<file path="src/inc/fcis_map.svh">
/*
 * Register offsets, field positions and reset values of the flash
 * controller interrupt status block.
 * Assumes inclusion by bare name from design files.
 */
`ifndef FCIS_MAP_SVH
`define FCIS_MAP_SVH

// ----------------------------------------------------------------
// Register byte offsets
// ----------------------------------------------------------------
`define FCIS_OFF_RAW 12'h000C
`define FCIS_OFF_ENABLE 12'h0010
`define FCIS_OFF_PENDING 12'h0014

// ----------------------------------------------------------------
// Field positions and values
// ----------------------------------------------------------------
`define FCIS_BIT_ACCESS 0
`define FCIS_BIT_PROGRAM 1
`define FCIS_EVT_W 2
`define FCIS_EVT_RESET 2'h0
`define FCIS_WORD_ZERO 32'h0000_0000
`define FCIS_ADDR_W 12
`define FCIS_TRANS_NONSEQ 2'h2
`define FCIS_TRANS_SEQ 2'h3

`endif

</file>
<file path="src/inc/fcis_pkg.sv">
/*
 * Types shared by the flash controller interrupt status block.
 * Assumes fcis_map.svh is on the include path.
 */
`include "fcis_map.svh"

package fcis_pkg;
    typedef logic [`FCIS_EVT_W-1:0] fcis_evt_t;
    typedef logic [`FCIS_ADDR_W-1:0] fcis_addr_t;
endpackage

</file>
<file path="src/inc/fcis_reg_if.sv">
/*
 * Register access carrier between the bus slave and the event core.
 * Assumes one clock domain shared by both ends.
 */
`timescale 1ns/100ps

interface fcis_reg_if;
    logic wrEn;
    fcis_pkg::fcis_addr_t wrAddr;
    logic [31:0] wrData;
    fcis_pkg::fcis_evt_t rawSt;
    fcis_pkg::fcis_evt_t enableSt;
    fcis_pkg::fcis_evt_t pendSt;

    modport slave
    (
        output wrEn,
        output wrAddr,
        output wrData,
        input rawSt,
        input enableSt,
        input pendSt
    );
    modport core
    (
        input wrEn,
        input wrAddr,
        input wrData,
        output rawSt,
        output enableSt,
        output pendSt
    );
endinterface

</file>
<file path="src/fcis_ahb_slave.sv">
/*
 * AHB-Lite slave for the three event registers; zero wait states.
 * Assumes single word transfers; unmapped reads return zero, OKAY.
 */
`timescale 1ns/100ps
`include "fcis_map.svh"

module fcis_ahb_slave
(
    // System
    input wire logic clk,
    input wire logic srst,
    // AHB-Lite
    input wire logic hsel,
    input wire logic [31:0] haddr,
    input wire logic [1:0] htrans,
    input wire logic hwrite,
    input wire logic hready,
    input wire logic [31:0] hwdata,
    output logic [31:0] hrdata,
    // Register side
    fcis_reg_if.slave regs
);
    logic wrPend_r;
    fcis_pkg::fcis_addr_t wrAddr_r;
    logic [31:0] rdData_r;
    logic valid;

    function automatic logic [31:0] readMux(input fcis_pkg::fcis_addr_t a,
        input fcis_pkg::fcis_evt_t raw, input fcis_pkg::fcis_evt_t en,
        input fcis_pkg::fcis_evt_t pend);
        readMux = `FCIS_WORD_ZERO;
        unique case (a)
            `FCIS_OFF_RAW: readMux[`FCIS_EVT_W-1:0] = raw;
            `FCIS_OFF_ENABLE: readMux[`FCIS_EVT_W-1:0] = en;
            `FCIS_OFF_PENDING: readMux[`FCIS_EVT_W-1:0] = pend;
            default: readMux = `FCIS_WORD_ZERO;
        endcase
    endfunction

    assign valid = hsel && hready &&
        (htrans == `FCIS_TRANS_NONSEQ || htrans == `FCIS_TRANS_SEQ);

    // ----------------------------------------------------------------
    // Address phase capture
    // ----------------------------------------------------------------
    always_ff @(posedge clk)
    begin
        if (srst)
        begin
            wrPend_r <= 1'b0;
            wrAddr_r <= '0;
        end
        else
        begin
            wrPend_r <= valid && hwrite;
            if (valid)
                wrAddr_r <= haddr[`FCIS_ADDR_W-1:0];
        end
    end

    // Read data sampled at address phase so it stands from a flop
    always_ff @(posedge clk)
    begin
        if (srst)
            rdData_r <= `FCIS_WORD_ZERO;
        else if (valid && !hwrite)
            rdData_r <= readMux(haddr[`FCIS_ADDR_W-1:0], regs.rawSt,
                regs.enableSt, regs.pendSt);
    end

    assign hrdata = rdData_r;
    assign regs.wrEn = wrPend_r;
    assign regs.wrAddr = wrAddr_r;
    assign regs.wrData = hwdata;
endmodule

</file>
<file path="src/fcis_event_core.sv">
/*
 * Raw status, enable and pending event logic of the flash controller.
 * Assumes event inputs are single-cycle pulses on the same clock.
 */
`timescale 1ns/100ps
`include "fcis_map.svh"

module fcis_event_core
(
    // System
    input wire logic clk,
    input wire logic srst,
    // Events
    input wire logic programDone,
    input wire logic accessViolation,
    // Register side
    fcis_reg_if.core regs
);
    fcis_pkg::fcis_evt_t raw_r;
    fcis_pkg::fcis_evt_t enable_r;
    fcis_pkg::fcis_evt_t clr;
    fcis_pkg::fcis_evt_t evt;

    assign evt = {programDone, accessViolation};
    // Only ones in the pending register clear; zeros are ignored
    assign clr = (regs.wrEn && regs.wrAddr == `FCIS_OFF_PENDING) ?
        regs.wrData[`FCIS_EVT_W-1:0] : `FCIS_EVT_RESET;

    // ----------------------------------------------------------------
    // Raw status: set wins over a clear in the same cycle
    // ----------------------------------------------------------------
    always_ff @(posedge clk)
    begin
        if (srst)
            raw_r <= `FCIS_EVT_RESET;
        else
            raw_r <= (raw_r & ~clr) | evt;
    end

    always_ff @(posedge clk)
    begin
        if (srst)
            enable_r <= `FCIS_EVT_RESET;
        else if (regs.wrEn && regs.wrAddr == `FCIS_OFF_ENABLE)
            enable_r <= regs.wrData[`FCIS_EVT_W-1:0];
    end

    assign regs.rawSt = raw_r;
    assign regs.enableSt = enable_r;
    assign regs.pendSt = raw_r & enable_r;
endmodule

</file>
<file path="src/fcis_top.sv">
/*
 * Top of the flash controller interrupt status block: AHB-Lite
 * register access, event capture and one level interrupt output.
 * Assumes event pulses come from the flash sequencer on clk.
 */
`timescale 1ns/100ps
`include "fcis_map.svh"

// Overview of operation
// - Interrupt asserts for a source only when raw and enable are set.
// - Raw bit 1 reads 1 after a programming cycle finished, else 0.
// - Both word-write and erase completions set the program raw bit.
// - Raw bit 0 sets on an access forbidden by protection settings.
// - Enable bit 1 forwards a pending program completion.
// - Enable bit 0 forwards a pending protection violation.
// - A disabled source still records raw status but no interrupt.
// - Pending bit 1 is raw program bit and its enable.
// - Pending bit 0 is raw access bit and its enable.
// - Writing 1 to a pending bit clears that status bit.
// - Clearing pending bit 1 also clears raw program bit.
// - Clearing pending bit 0 also clears raw access bit.
module fcis_top
(
    // System
    input wire logic clk,
    input wire logic srst,
    // AHB-Lite slave
    input wire logic hsel,
    input wire logic [31:0] haddr,
    input wire logic [1:0] htrans,
    input wire logic [2:0] hsize,
    input wire logic hwrite,
    input wire logic hready,
    input wire logic [31:0] hwdata,
    output logic [31:0] hrdata,
    output logic hreadyout,
    output logic hresp,
    // Flash sequencer events
    input wire logic writeDone,
    input wire logic eraseDone,
    input wire logic readDenied,
    input wire logic programDenied,
    // Interrupt
    output logic flashIrq
);
    fcis_reg_if regs();
    logic irq_r;
    logic hreadyout_r;
    logic hresp_r;

    logic programDone;
    logic accessViolation;

    assign programDone = writeDone | eraseDone;
    assign accessViolation = readDenied | programDenied;

    fcis_ahb_slave u_slave
    (
        .clk(clk),
        .srst(srst),
        .hsel(hsel),
        .haddr(haddr),
        .htrans(htrans),
        .hwrite(hwrite),
        .hready(hready),
        .hwdata(hwdata),
        .hrdata(hrdata),
        .regs(regs.slave)
    );

    // Raw bits keep events whatever the enables
    // Ones clear raw and pending together
    fcis_event_core u_core
    (
        .clk(clk),
        .srst(srst),
        .programDone(programDone),
        .accessViolation(accessViolation),
        .regs(regs.core)
    );

    // ----------------------------------------------------------------
    // Interrupt output
    // ----------------------------------------------------------------
    // Registered from next-state so it tracks the pending bits exactly
    fcis_pkg::fcis_evt_t pendNxt;
    fcis_pkg::fcis_evt_t clrNow;
    logic enWr;
    assign clrNow = (regs.wrEn && regs.wrAddr == `FCIS_OFF_PENDING) ?
        regs.wrData[`FCIS_EVT_W-1:0] : `FCIS_EVT_RESET;
    assign enWr = regs.wrEn && regs.wrAddr == `FCIS_OFF_ENABLE;

    always_comb
    begin
        pendNxt = ((regs.rawSt & ~clrNow) |
            {programDone, accessViolation}) & regs.enableSt;
        if (enWr)
            pendNxt = ((regs.rawSt & ~clrNow) |
                {programDone, accessViolation}) &
                regs.wrData[`FCIS_EVT_W-1:0];
    end

    always_ff @(posedge clk)
    begin
        if (srst)
            irq_r <= 1'b0;
        else
            irq_r <= |pendNxt;
    end

    always_ff @(posedge clk)
    begin
        if (srst)
            hreadyout_r <= 1'b0;
        else
            hreadyout_r <= 1'b1;
    end

    // Only OKAY is ever answered, but the output still leaves a flop
    always_ff @(posedge clk)
    begin
        if (srst)
            hresp_r <= 1'b0;
        else
            hresp_r <= 1'b0;
    end

    assign flashIrq = irq_r;
    assign hreadyout = hreadyout_r;
    assign hresp = hresp_r;

    // ----------------------------------------------------------------
    // Checks
    // ----------------------------------------------------------------
    property p_irq_follows;
        @(posedge clk) disable iff (srst)
        flashIrq == |(regs.rawSt & regs.enableSt);
    endproperty
    a_irq_follows: assert property (p_irq_follows)
        else $error("interrupt differs from pending bits");

    property p_prog_sets;
        @(posedge clk) disable iff (srst)
        programDone |=> regs.rawSt[`FCIS_BIT_PROGRAM];
    endproperty
    a_prog_sets: assert property (p_prog_sets)
        else $error("program raw bit not set");

    property p_erase_sets;
        @(posedge clk) disable iff (srst)
        eraseDone |=> regs.rawSt[`FCIS_BIT_PROGRAM];
    endproperty
    a_erase_sets: assert property (p_erase_sets)
        else $error("erase did not set program bit");

    property p_acc_sets;
        @(posedge clk) disable iff (srst)
        accessViolation |=> regs.rawSt[`FCIS_BIT_ACCESS];
    endproperty
    a_acc_sets: assert property (p_acc_sets)
        else $error("access raw bit not set");

    property p_prog_irq;
        @(posedge clk) disable iff (srst)
        programDone && (enWr ? regs.wrData[`FCIS_BIT_PROGRAM] :
            regs.enableSt[`FCIS_BIT_PROGRAM]) |=> flashIrq;
    endproperty
    a_prog_irq: assert property (p_prog_irq)
        else $error("enabled program event gave no interrupt");

    property p_acc_irq;
        @(posedge clk) disable iff (srst)
        accessViolation && (enWr ? regs.wrData[`FCIS_BIT_ACCESS] :
            regs.enableSt[`FCIS_BIT_ACCESS]) |=> flashIrq;
    endproperty
    a_acc_irq: assert property (p_acc_irq)
        else $error("enabled access event gave no interrupt");

    property p_masked_quiet;
        @(posedge clk) disable iff (srst)
        regs.enableSt == 2'h0 |-> !flashIrq;
    endproperty
    a_masked_quiet: assert property (p_masked_quiet)
        else $error("interrupt while all disabled");

    property p_pend_prog;
        @(posedge clk) disable iff (srst)
        regs.pendSt[1] == (regs.rawSt[1] && regs.enableSt[1]);
    endproperty
    a_pend_prog: assert property (p_pend_prog)
        else $error("pending program bit wrong");

    property p_pend_acc;
        @(posedge clk) disable iff (srst)
        regs.pendSt[0] == (regs.rawSt[0] && regs.enableSt[0]);
    endproperty
    a_pend_acc: assert property (p_pend_acc)
        else $error("pending access bit wrong");

    property p_clear_prog;
        @(posedge clk) disable iff (srst)
        clrNow[1] && !programDone |=> !regs.rawSt[1];
    endproperty
    a_clear_prog: assert property (p_clear_prog)
        else $error("program bit not cleared");

    property p_clear_acc;
        @(posedge clk) disable iff (srst)
        clrNow[0] && !accessViolation |=> !regs.rawSt[0];
    endproperty
    a_clear_acc: assert property (p_clear_acc)
        else $error("access bit not cleared");

    property p_zero_keeps;
        @(posedge clk) disable iff (srst)
        regs.wrEn && regs.wrAddr == `FCIS_OFF_PENDING && !clrNow[1]
            && regs.rawSt[1] |=> regs.rawSt[1];
    endproperty
    a_zero_keeps: assert property (p_zero_keeps)
        else $error("write of zero cleared a bit");

    property p_set_wins;
        @(posedge clk) disable iff (srst)
        clrNow[1] && programDone |=> regs.rawSt[1];
    endproperty
    a_set_wins: assert property (p_set_wins)
        else $error("clear beat a new event");

    property p_upper_zero;
        @(posedge clk) disable iff (srst)
        hrdata[31:2] == 30'h0000_0000;
    endproperty
    a_upper_zero: assert property (p_upper_zero)
        else $error("upper read bits not zero");

    property p_enable_off;
        @(posedge clk) disable iff (srst)
        enWr && regs.wrData[`FCIS_EVT_W-1:0] == `FCIS_EVT_RESET
            |=> !flashIrq;
    endproperty
    a_enable_off: assert property (p_enable_off)
        else $error("interrupt after all enables written off");

    property p_clear_all;
        @(posedge clk) disable iff (srst)
        &clrNow && !programDone && !accessViolation |=> !flashIrq;
    endproperty
    a_clear_all: assert property (p_clear_all)
        else $error("interrupt stayed after clearing both bits");

    property p_prog_cause;
        @(posedge clk) disable iff (srst)
        $rose(regs.rawSt[`FCIS_BIT_PROGRAM]) |-> $past(programDone);
    endproperty
    a_prog_cause: assert property (p_prog_cause)
        else $error("program raw bit set with no completion");

    property p_acc_cause;
        @(posedge clk) disable iff (srst)
        $rose(regs.rawSt[`FCIS_BIT_ACCESS]) |-> $past(accessViolation);
    endproperty
    a_acc_cause: assert property (p_acc_cause)
        else $error("access raw bit set with no violation");

    property p_prog_holds;
        @(posedge clk) disable iff (srst)
        regs.rawSt[`FCIS_BIT_PROGRAM] && !clrNow[`FCIS_BIT_PROGRAM]
            |=> regs.rawSt[`FCIS_BIT_PROGRAM];
    endproperty
    a_prog_holds: assert property (p_prog_holds)
        else $error("program raw bit lost without a clear");

    property p_acc_zero_keeps;
        @(posedge clk) disable iff (srst)
        regs.wrEn && regs.wrAddr == `FCIS_OFF_PENDING &&
            !clrNow[`FCIS_BIT_ACCESS] && regs.rawSt[`FCIS_BIT_ACCESS]
            |=> regs.rawSt[`FCIS_BIT_ACCESS];
    endproperty
    a_acc_zero_keeps: assert property (p_acc_zero_keeps)
        else $error("write of zero cleared the access bit");

    property p_acc_set_wins;
        @(posedge clk) disable iff (srst)
        clrNow[`FCIS_BIT_ACCESS] && accessViolation |=> regs.rawSt[0];
    endproperty
    a_acc_set_wins: assert property (p_acc_set_wins)
        else $error("clear beat a new access event");

    property p_enable_holds;
        @(posedge clk) disable iff (srst)
        !enWr |=> $stable(regs.enableSt);
    endproperty
    a_enable_holds: assert property (p_enable_holds)
        else $error("enable changed without a write");

    property p_ready_up;
        @(posedge clk) disable iff (srst)
        !$past(srst) |-> hreadyout;
    endproperty
    a_ready_up: assert property (p_ready_up)
        else $error("ready low outside reset");

    property p_okay;
        @(posedge clk) disable iff (srst)
        !hresp;
    endproperty
    a_okay: assert property (p_okay)
        else $error("response not OKAY");

    c_prog_irq: cover property (@(posedge clk) disable iff (srst)
        programDone && regs.enableSt[1] ##1 flashIrq);
    c_acc_irq: cover property (@(posedge clk) disable iff (srst)
        accessViolation && regs.enableSt[0] ##1 flashIrq);
    c_clear: cover property (@(posedge clk) disable iff (srst)
        flashIrq && clrNow != 2'h0 ##1 !flashIrq);
    c_collide: cover property (@(posedge clk) disable iff (srst)
        clrNow[1] && programDone);
    c_acc_collide: cover property (@(posedge clk) disable iff (srst)
        clrNow[0] && accessViolation);
endmodule

</file>
<file path="config.mk">
export PLATFORM = sky130hd
export DESIGN_NAME = fcis_top
export DESIGN_NICKNAME = d
export VERILOG_FILES = /design/src/inc/fcis_pkg.sv /design/src/inc/fcis_reg_if.sv /design/src/fcis_ahb_slave.sv /design/src/fcis_event_core.sv /design/src/fcis_top.sv
export VERILOG_INCLUDE_DIRS = /design/src /design/src/inc
export SDC_FILE = /design/constraint.sdc
export NUM_CORES = 1
export LEC_CHECK = 0
export BUFFER_PORTS_ARGS = -buffer_cell sky130_fd_sc_hd__buf_4
export CAP_MARGIN = 20
export CORE_ASPECT_RATIO = 1.2
export CORE_MARGIN = 3
export CORE_UTILIZATION = 38
export DETAILED_ROUTE_END_ITERATION = 12
export GPL_TIMING_DRIVEN = 0
export PLACE_DENSITY = 0.85
export SLEW_MARGIN = 40
export SYNTH_ARGS = -nofsm -noshare
export SYNTH_HDL_FRONTEND = slang
export SYNTH_SLANG_ARGS = --single-unit
</file>
<file path="constraint.sdc">
create_clock -name clk -period 3.2 [get_ports clk]
set_input_delay 0.64 -clock clk [delete_from_list [all_inputs] [get_ports clk]]
set_output_delay 0.64 -clock clk [all_outputs]
set_load 0.03 [all_outputs]
</file>
# After elaboration in Yosys (flattened, before gate mapping)
# Index checks and enable logic that the tools add are counted.
dict set report word_totals {
  in_bits 78
  word_cells 35
  output_inout_bits 35
  reg_bits 21
}
dict set report classes {
  muxes 4
  n_bitwise 8
  reduce_logical 9
  eq_ne 7
}
# op count
set ops {}
lappend ops {{equality test 12 x 5 -> 1 bit (second input constant)} 4}
lappend ops {{equality test 12 x 4 -> 1 bit (second input constant)} 1}
lappend ops {{bitwise AND 2 bit} 4}
lappend ops {{logical AND 1 bit} 6}
lappend ops {{case mux 2 bit (3 select lines)} 1}
lappend ops {{equality test 2 bit (second input constant)} 2}
lappend ops {{two-way mux 2 bit} 2}
lappend ops {{NOT 2 bit} 1}
lappend ops {{bitwise OR 1 bit} 2}
lappend ops {{bitwise OR 2 bit} 1}
lappend ops {{OR reduction 2 bit} 1}
lappend ops {{logical NOT 1 bit} 1}
lappend ops {{logical OR 1 bit} 1}
lappend ops {{two-way mux 1 bit} 1}

# Longest topological paths before layout
# Gate-level depths: netlist of the first run.
dict set report logic_depth {
  word_depth 9
  ltp_mapped 4
  mapped_depth_nobuf 4
}

# Hierarchy
# Synthesis of the first run repeated with hierarchy kept, for this count alone.
dict set report hier_totals {
  cells_unflattened 186
  hier_area_um2 1481.4
}
# mod cells_per_inst area_each_um2 n_inst
set modules_own_cells {}
lappend modules_own_cells {fcis_ahb_slave 141 1074.8 1}
lappend modules_own_cells {fcis_event_core 23 235.2 1}
lappend modules_own_cells {fcis_top 22 171.4 1}

# Least setup slack after synthesis of the first run
# OpenSTA, ideal clock, no wires.
dict set report synth_timing {
  path_kind {input to register}
  startpoint {input haddr[5]}
  endpoint {register u_slave.rdData_r[1] (netlist: u_slave.hrdata[1])}
  stages 4
  slack_ps 1500
  arrival_time_ps 1630
  setup_ps 70
  path_buffers 0
  cell_sequence {or4_4 nor4_4 o211ai_1 a21oi_1}
}
dict set report synth_between {
  elab_chain_len 2
}
# element line_no
set synth_rtl {}
lappend synth_rtl {{start, declared} fcis_top.sv:29} ;# input wire logic [31:0] haddr,
lappend synth_rtl {{equality test 12 x 5 -> 1 bit / equality test 12 x 4 -> 1 bit (equally long branches)} fcis_ahb_slave.sv:33} ;# unique case (a)
lappend synth_rtl {{case mux 2 bit (3 select lines) (*)} fcis_ahb_slave.sv:33}
lappend synth_rtl {{end signal, assigned} fcis_ahb_slave.sv:66} ;# rdData_r <= `FCIS_WORD_ZERO;
lappend synth_rtl {{end signal, assigned} fcis_ahb_slave.sv:68} ;# rdData_r <= readMux(haddr[`FCIS_ADDR_W-1:0], regs.rawSt,
lappend synth_rtl {{end, declared} fcis_ahb_slave.sv:26} ;# logic [31:0] rdData_r;
# Mark *: on every way between the ends. The rest lies on a longest branch, timed or not.
# A chain may end at the register's enable or synchronous reset.

# Worst setup path after layout of the first run
dict set report layout_timing {
  startpoint {register u_slave.wrAddr_r[0] (netlist: u_slave.regs.wrAddr[0])}
  endpoint {register irq_r (netlist: flashIrq)}
}
dict set report layout_between {
  elab_chain_len 9
}
# element line_no
set layout_rtl {}
lappend layout_rtl {{start, declared} fcis_ahb_slave.sv:25} ;# fcis_pkg::fcis_addr_t wrAddr_r;
lappend layout_rtl {{start signal, assigned} fcis_ahb_slave.sv:58} ;# wrAddr_r <= haddr[`FCIS_ADDR_W-1:0];
lappend layout_rtl {{equality test 12 x 5 -> 1 bit (no line)} -}
lappend layout_rtl {{logical AND 1 bit (no line)} -}
lappend layout_rtl {{two-way mux 2 bit (no line)} -}
lappend layout_rtl {{NOT 2 bit} {fcis_top.sv:95, fcis_top.sv:98}}
lappend layout_rtl {{bitwise AND 2 bit} {fcis_top.sv:95, fcis_top.sv:98}}
lappend layout_rtl {{bitwise OR 2 bit} {fcis_top.sv:95, fcis_top.sv:98}}
lappend layout_rtl {{bitwise AND 2 bit, on equally long branches} {fcis_top.sv:96, fcis_top.sv:98}}
lappend layout_rtl {{two-way mux 2 bit (*)} fcis_top.sv:97} ;# if (enWr)
lappend layout_rtl {{OR reduction 2 bit (*)} fcis_top.sv:108} ;# irq_r <= |pendNxt;
lappend layout_rtl {{end signal, assigned} fcis_top.sv:108}
lappend layout_rtl {{end, declared} fcis_top.sv:47} ;# logic irq_r;
# Marked as above.

==> results of run 1 <==
-- sequential cells by signal (all words and copies together), names as in the netlist --
name	cells
u_slave.regs.wrAddr	12
u_slave.hrdata	2
u_core.regs.enableSt	2
u_slave.regs.wrEn	1
u_core.regs.rawSt	2
hreadyout	1
flashIrq	1
-- cell families (layout without fill, tap and decap cells) --
group,Yosys count,in the layout,share of synthesized area (%)
AO/OA/AOI/OAI,24,24,12.7
buffers and inverters,41,72,24.2
flip-flops,21,21,37.7
multiplexers,2,2,1.79
other,1,31,0.336
AND/OR/NAND/NOR,49,49,23.3
-- layout by cell type (no fill, tap or decap) --
cell type,count
a211oi_2,1
a21oi_1,15
a41oi_1,1
and2_1,1
and3_1,2
buf_4,58
clkbuf_1,5
clkbuf_4,3
conb_1,31
dfxtp_1,21
inv_1,6
mux2i_1,2
nand2_1,25
nand2b_1,1
nand3_1,2
nand3b_1,1
nand4_1,1
nand4b_1,1
nor2_1,4
nor2b_1,3
nor3_1,1
nor3b_1,1
nor4_1,1
nor4_4,1
nor4b_1,2
o211ai_1,1
o21a_1,1
o21ai_0,3
o22ai_1,1
o32ai_1,1
or3_1,1
or4_4,1
-- through the flow --
stage          hold slack, ps  setup slack (ps)  instances  power (uW)
4_1_cts                   469              1560        232         536
3_5_place_dp              454              1270        228         413
6_report                  465              1510        232         533
5_1_grt                   497              1430        232         555
2_1_floorplan             432              1500        168         379
3_3_place_gp              440              1280        228         412
-- routing by layer --
layer  global-route usage [%]  vias to the layer above
li1                         -                      521
met3                     2.55                        2
met5                        0                        -
met2                     23.8                       40
met1                     13.6                      432
met4                     6.38                        0
-- how the worst min path moves through the flow --
stage	start	end	slack [ps]	cells after the start
after floorplan	u_slave.regs.wrAddr[4]	u_slave.regs.wrAddr[4]	430	2
after global placement	u_slave.regs.wrAddr[4]	u_slave.regs.wrAddr[4]	440	2
after detailed placement	u_slave.regs.wrAddr[11]	u_slave.regs.wrAddr[11]	450	2
after CTS	u_slave.regs.wrAddr[11]	u_slave.regs.wrAddr[11]	470	2
after global routing	u_slave.regs.wrAddr[0]	u_slave.regs.wrAddr[0]	500	2
final	u_slave.regs.wrAddr[11]	u_slave.regs.wrAddr[11]	470	2
-- worst min-delay path: cells and delay by family, from the launching register on --
family / cells / cell delay (ps)
flops: 1 / 330
simple gates: 1 / 50
compound gates: 1 / 50
-- power by group --
part           internal, uW  total, uW  switching, uW
clock network          48.5        125           76.2
logic                  54.7        136           81.2
registers               269        273           3.78
-- final cells by class --
| cell class | instances | area (sq um) |
|---|---|---|
| tap | 33 | 41.3 |
| buffer | 35 | 248 |
| timing repair buffer | 27 | 203 |
| multi-input combinational | 106 | 538 |
| fill | 250 | 1180 |
| inverter | 6 | 22.5 |
| sequential | 21 | 420 |
| clock buffer | 4 | 26.3 |
==> impl_metrics.tcl, run 1 <==
set metrics [dict create \
    critPathTopFamily "simple AND/OR/NAND/NOR gates" \
    grtUsageTotal_pct 12.8 \
    cts_resized 0 \
    cts_setup_buffers 0 \
    worstSetupPathType "reg -> reg" \
    routed-wl-met2_um 1190 \
    finalCritPeriodShare_pct 52.9 \
    power_per_cell_area_mw_per_mm2 356 \
    crit_end "flashIrq" \
    clk_pin_slew_ps 110 \
    grt_pass1_wl_um 3720 \
    drive_gt1_share_pct 32.2 \
    crit_arrival_ps 1880 \
    ios 113 \
    highest_layer "met4" \
    ys_types 31 \
    die_x_um 55.5 \
    clk_latency_ps 300 \
    first_pass_iters 4 \
    r2r_end "flashIrq" \
    syn-cell-area_sq_mm 0.00112 \
    cts-root-buf "clkbuf_4" \
    dr_wl_met3_um 156 \
    cap_violations 0 \
    rows 20 \
    rr_worst_depth 4 \
    wl_met1_um 926 \
    detail-route-antenna-nets 0 \
    cp-startpoint "u_slave.regs.wrAddr[0]" \
    grt-ovfl-total 0 \
    crit_fanout 3 \
    yosysTopAreaCell "dfxtp_1" \
    netlist_instances 138 \
    finalSetupViolCount 0 \
    status "completed" \
    holdBufCountCts 0 \
    crit_path_end_kind "flip-flop" \
    num_vias 995 \
    cts.sinks 21 \
    hold_viol 0 \
    finalCoreUtilization_pct 56.0 \
    port_buffers 27 \
    synth_most_common_cell "buf_4" \
    synthTopCellsByCount "buf_4, nand2_1, dfxtp_1" \
    design_area_sq_mm 0.00150 \
    min_path_type "reg -> reg" \
    rsz0062_at_grt "no" \
    worst_pin_slew_ps 638 \
    p_leak_uw 0.000738 \
    clockBufferDepth 2 \
    synth_edf_count 0 \
    crit_buf_inv 0 \
    crit_chain "nor4b_1 > nand4b_1 > mux2i_1 > o22ai_1" \
    cts_tree "yes" \
    dp_hpwl_um 1940 \
    slew-limit-headroom_pct 56.9 \
    slew_violations 0 \
    die_y_um 65.4 \
    yosys_register_bits 21 \
    drt-total-wl_um 2310 \
    place_area_sq_mm 0.00147 \
    slowest_delay_ps 600 \
    grt_max_degree 12 \
    cp-start-kind "flip-flop" \
    async_flop_share_pct 0 \
    antenna_found_initial 0 \
    drtIter0Drc 14 \
    place_congestion 0.807 \
    required_ps 3390 \
    htree_levels 1 \
    ir_drop_uv 210 \
    yosysWarnings 0 \
    fmax_mhz 591 \
    cp.depth 4 \
    area.growth.synth_to_final_pct 34.3 \
    period_needed_ps 1690 \
    synth_flop_cell "dfxtp_1" \
    synthTopCellsByArea "dfxtp_1, buf_4, nand2_1" \
    initial_core_util_pct 41.7 \
    final_nets 278 \
    skew_ps 5.44 \
    route.detailed.drc 0 \
    reg2reg_slack_ps 1510 \
    synth-seq-area-share_pct 37.7 \
    setup-tns-final_ps 0 \
    die-area_sq_mm 0.00363 \
    wire_per_inst_um 9.96 \
    grt_pass1_vias 921 \
    timing.rr.start "u_slave.regs.wrAddr[0]" \
    vias_per_cell 4.29 \
    core-area_sq_mm 0.00268 \
    avgSynthCellArea_sq_um 8.09 \
    antennaDiodeCount 0 \
    yosys.area.top_type_share_pct 37.7 \
    slowest_stage "nor4b_1" \
    cts_buffers 3 \
]
(Power assumes the default switching activity.)
==> run 2, diff against run 1 <==
- CORE_UTILIZATION: 38 -> 35
- PLACE_DENSITY: 0.85 -> 0.79
- clock period: 3.2 -> 1.7 ns (I/O delays scaled with it)
==> impl_metrics.tcl, run 2 (same netlist as run 1, synthesis figures left out) <==
set metrics [dict create \
    status "completed" \
    finalSetupViolCount 0 \
    clockBufferDepth 2 \
    cts_setup_buffers 0 \
    initial_core_util_pct 38.3 \
    worstSetupPathType "reg -> reg" \
    rr_worst_depth 4 \
    setup-tns-final_ps 0 \
    final_common_cell "buf_4" \
    crit_fanout 3 \
    clk_latency_ps 300 \
    cap_violations 0 \
    area.growth.synth_to_final_pct 36.2 \
    crit_arrival_ps 1630 \
    rsz0062_at_grt "no" \
    finalCoreUtilization_pct 52.1 \
    holdBufCountCts 0 \
    die-area_sq_mm 0.00391 \
    fmax_mhz 693 \
    final_cell_mix "buf_4, conb_1, nand2_1, dfxtp_1, a21oi_1" \
    cp-start-kind "flip-flop" \
    slowest_stage "nor4_2" \
    cts.sinks 21 \
    first_pass_iters 4 \
    drive_gt1_share_pct 34.2 \
    power_per_cell_area_mw_per_mm2 665 \
    required_ps 1890 \
    wire_per_inst_um 10.1 \
    die_x_um 57.6 \
    grt_pass1_wl_um 3470 \
    skew_ps 0.974 \
    holdWs_ps 272 \
    min_path_cells 3 \
    drt-total-wl_um 2360 \
    grt_max_degree 13 \
    slew_violations 0 \
    grt-ovfl-total 0 \
    crit_chain "nor4_2 > nand4b_1 > mux2i_1 > o22ai_1" \
    core-area_sq_mm 0.00292 \
    clk_pin_slew_ps 110 \
    largest_register_ffs 12 \
    fillers 300 \
    cts_tree "yes" \
    cts-root-buf "clkbuf_4" \
    rows 21 \
    register_area_sq_um 420 \
    route.detailed.drc 0 \
    ios 113 \
    detail-route-antenna-nets 0 \
    p_leak_uw 0.000746 \
    multi_input_area_sq_um 557 \
    grt_pass1_vias 877 \
    antennaDiodeCount 0 \
    htree_levels 1 \
    final_nets 278 \
    cts_buffers 3 \
    hold_viol 0 \
    finalCritPeriodShare_pct 84.8 \
    grtUsageTotal_pct 11.6 \
    die_y_um 67.9 \
    ir_drop_uv 320 \
    place_congestion 0.840 \
    min_path_type "in -> reg" \
    period_needed_ps 1440 \
    drtIter0Drc 12 \
    port_buffers 27 \
    vias_per_cell 4.21 \
    antenna_found_initial 0 \
    crit_path_end_kind "flip-flop" \
    num_vias 981 \
    slowest_delay_ps 420 \
    dp_hpwl_um 1920 \
]
[run 2: changes by cell type in the layout (fill, tap and decap cells not counted)]
cell,before,now
clkinv_2,0,1
nor4b_2,0,2
clkbuf_1,5,4
nor4_1,1,0
nor4_2,0,1
nor4b_1,2,0
[run 2: path summary, 6_finish.rpt]
| check | start | end | slack [ps] |
|---|---|---|---|
| max | u_slave.regs.wrAddr[7] | flashIrq | 260 |
| min | writeDone | u_core.regs.rawSt[1] | 270 |
| max reg2reg | u_slave.regs.wrAddr[7] | flashIrq | 260 |
| min reg2reg | u_slave.regs.wrAddr[4] | u_slave.regs.wrAddr[4] | 460 |
[run 2: per-layer routing]
metal	vias up	routed length, um	track usage (%)
met5	-	0	0
met2	40	1180	22.2
met1	419	925	11.4
met3	4	205	2.45
met4	0	45	6.96
li1	518	-	-
[run 2: where the power goes]
| group | leakage (uW) | switching, uW | internal (uW) | total (uW) |
|---|---|---|---|---|
| Clock | 0.0000177 | 151 | 87.9 | 239 |
| Combinational | 0.000557 | 153 | 104 | 257 |
| Sequential | 0.000171 | 8.38 | 506 | 515 |
[run 2: what timing repair did]
item / CTS / global route
endpoints found under the setup margin: 0 / 3
hold endpoints to repair: 0 / 0
resized for setup: 0 / 3
[run 2: worst max-delay path, delay by kind of cell (launching register included)]
family / cells / cell delay, ps
and+or+nand+nor: 2 / 640
muxes: 1 / 250
AOI/OAI and AO/OA: 1 / 100
DFF: 1 / 340
[run 2: per-stage QoR]
step	instances	setup WS, ps	total power, uW	instance area (sq um)
3_5_place_dp	229	57.9	778	1470
6_report	233	258	1010	1520
3_3_place_gp	229	71.1	776	1470
5_1_grt	233	123	1060	1520
2_1_floorplan	168	300	713	1230
4_1_cts	233	35.7	1020	1500
[run 2: layout make-up]
| cell class | instances | share of cell area [%] |
|---|---|---|
| Clock inverter | 1 | 0.329 |
| Buffer | 35 | 16.3 |
| Timing Repair Buffer | 27 | 13.3 |
| Sequential cell | 21 | 27.7 |
| Clock buffer | 3 | 1.48 |
| Tap cell | 34 | 2.80 |
| Inverter | 6 | 1.48 |
| Multi-Input combinational cell | 106 | 36.6 |
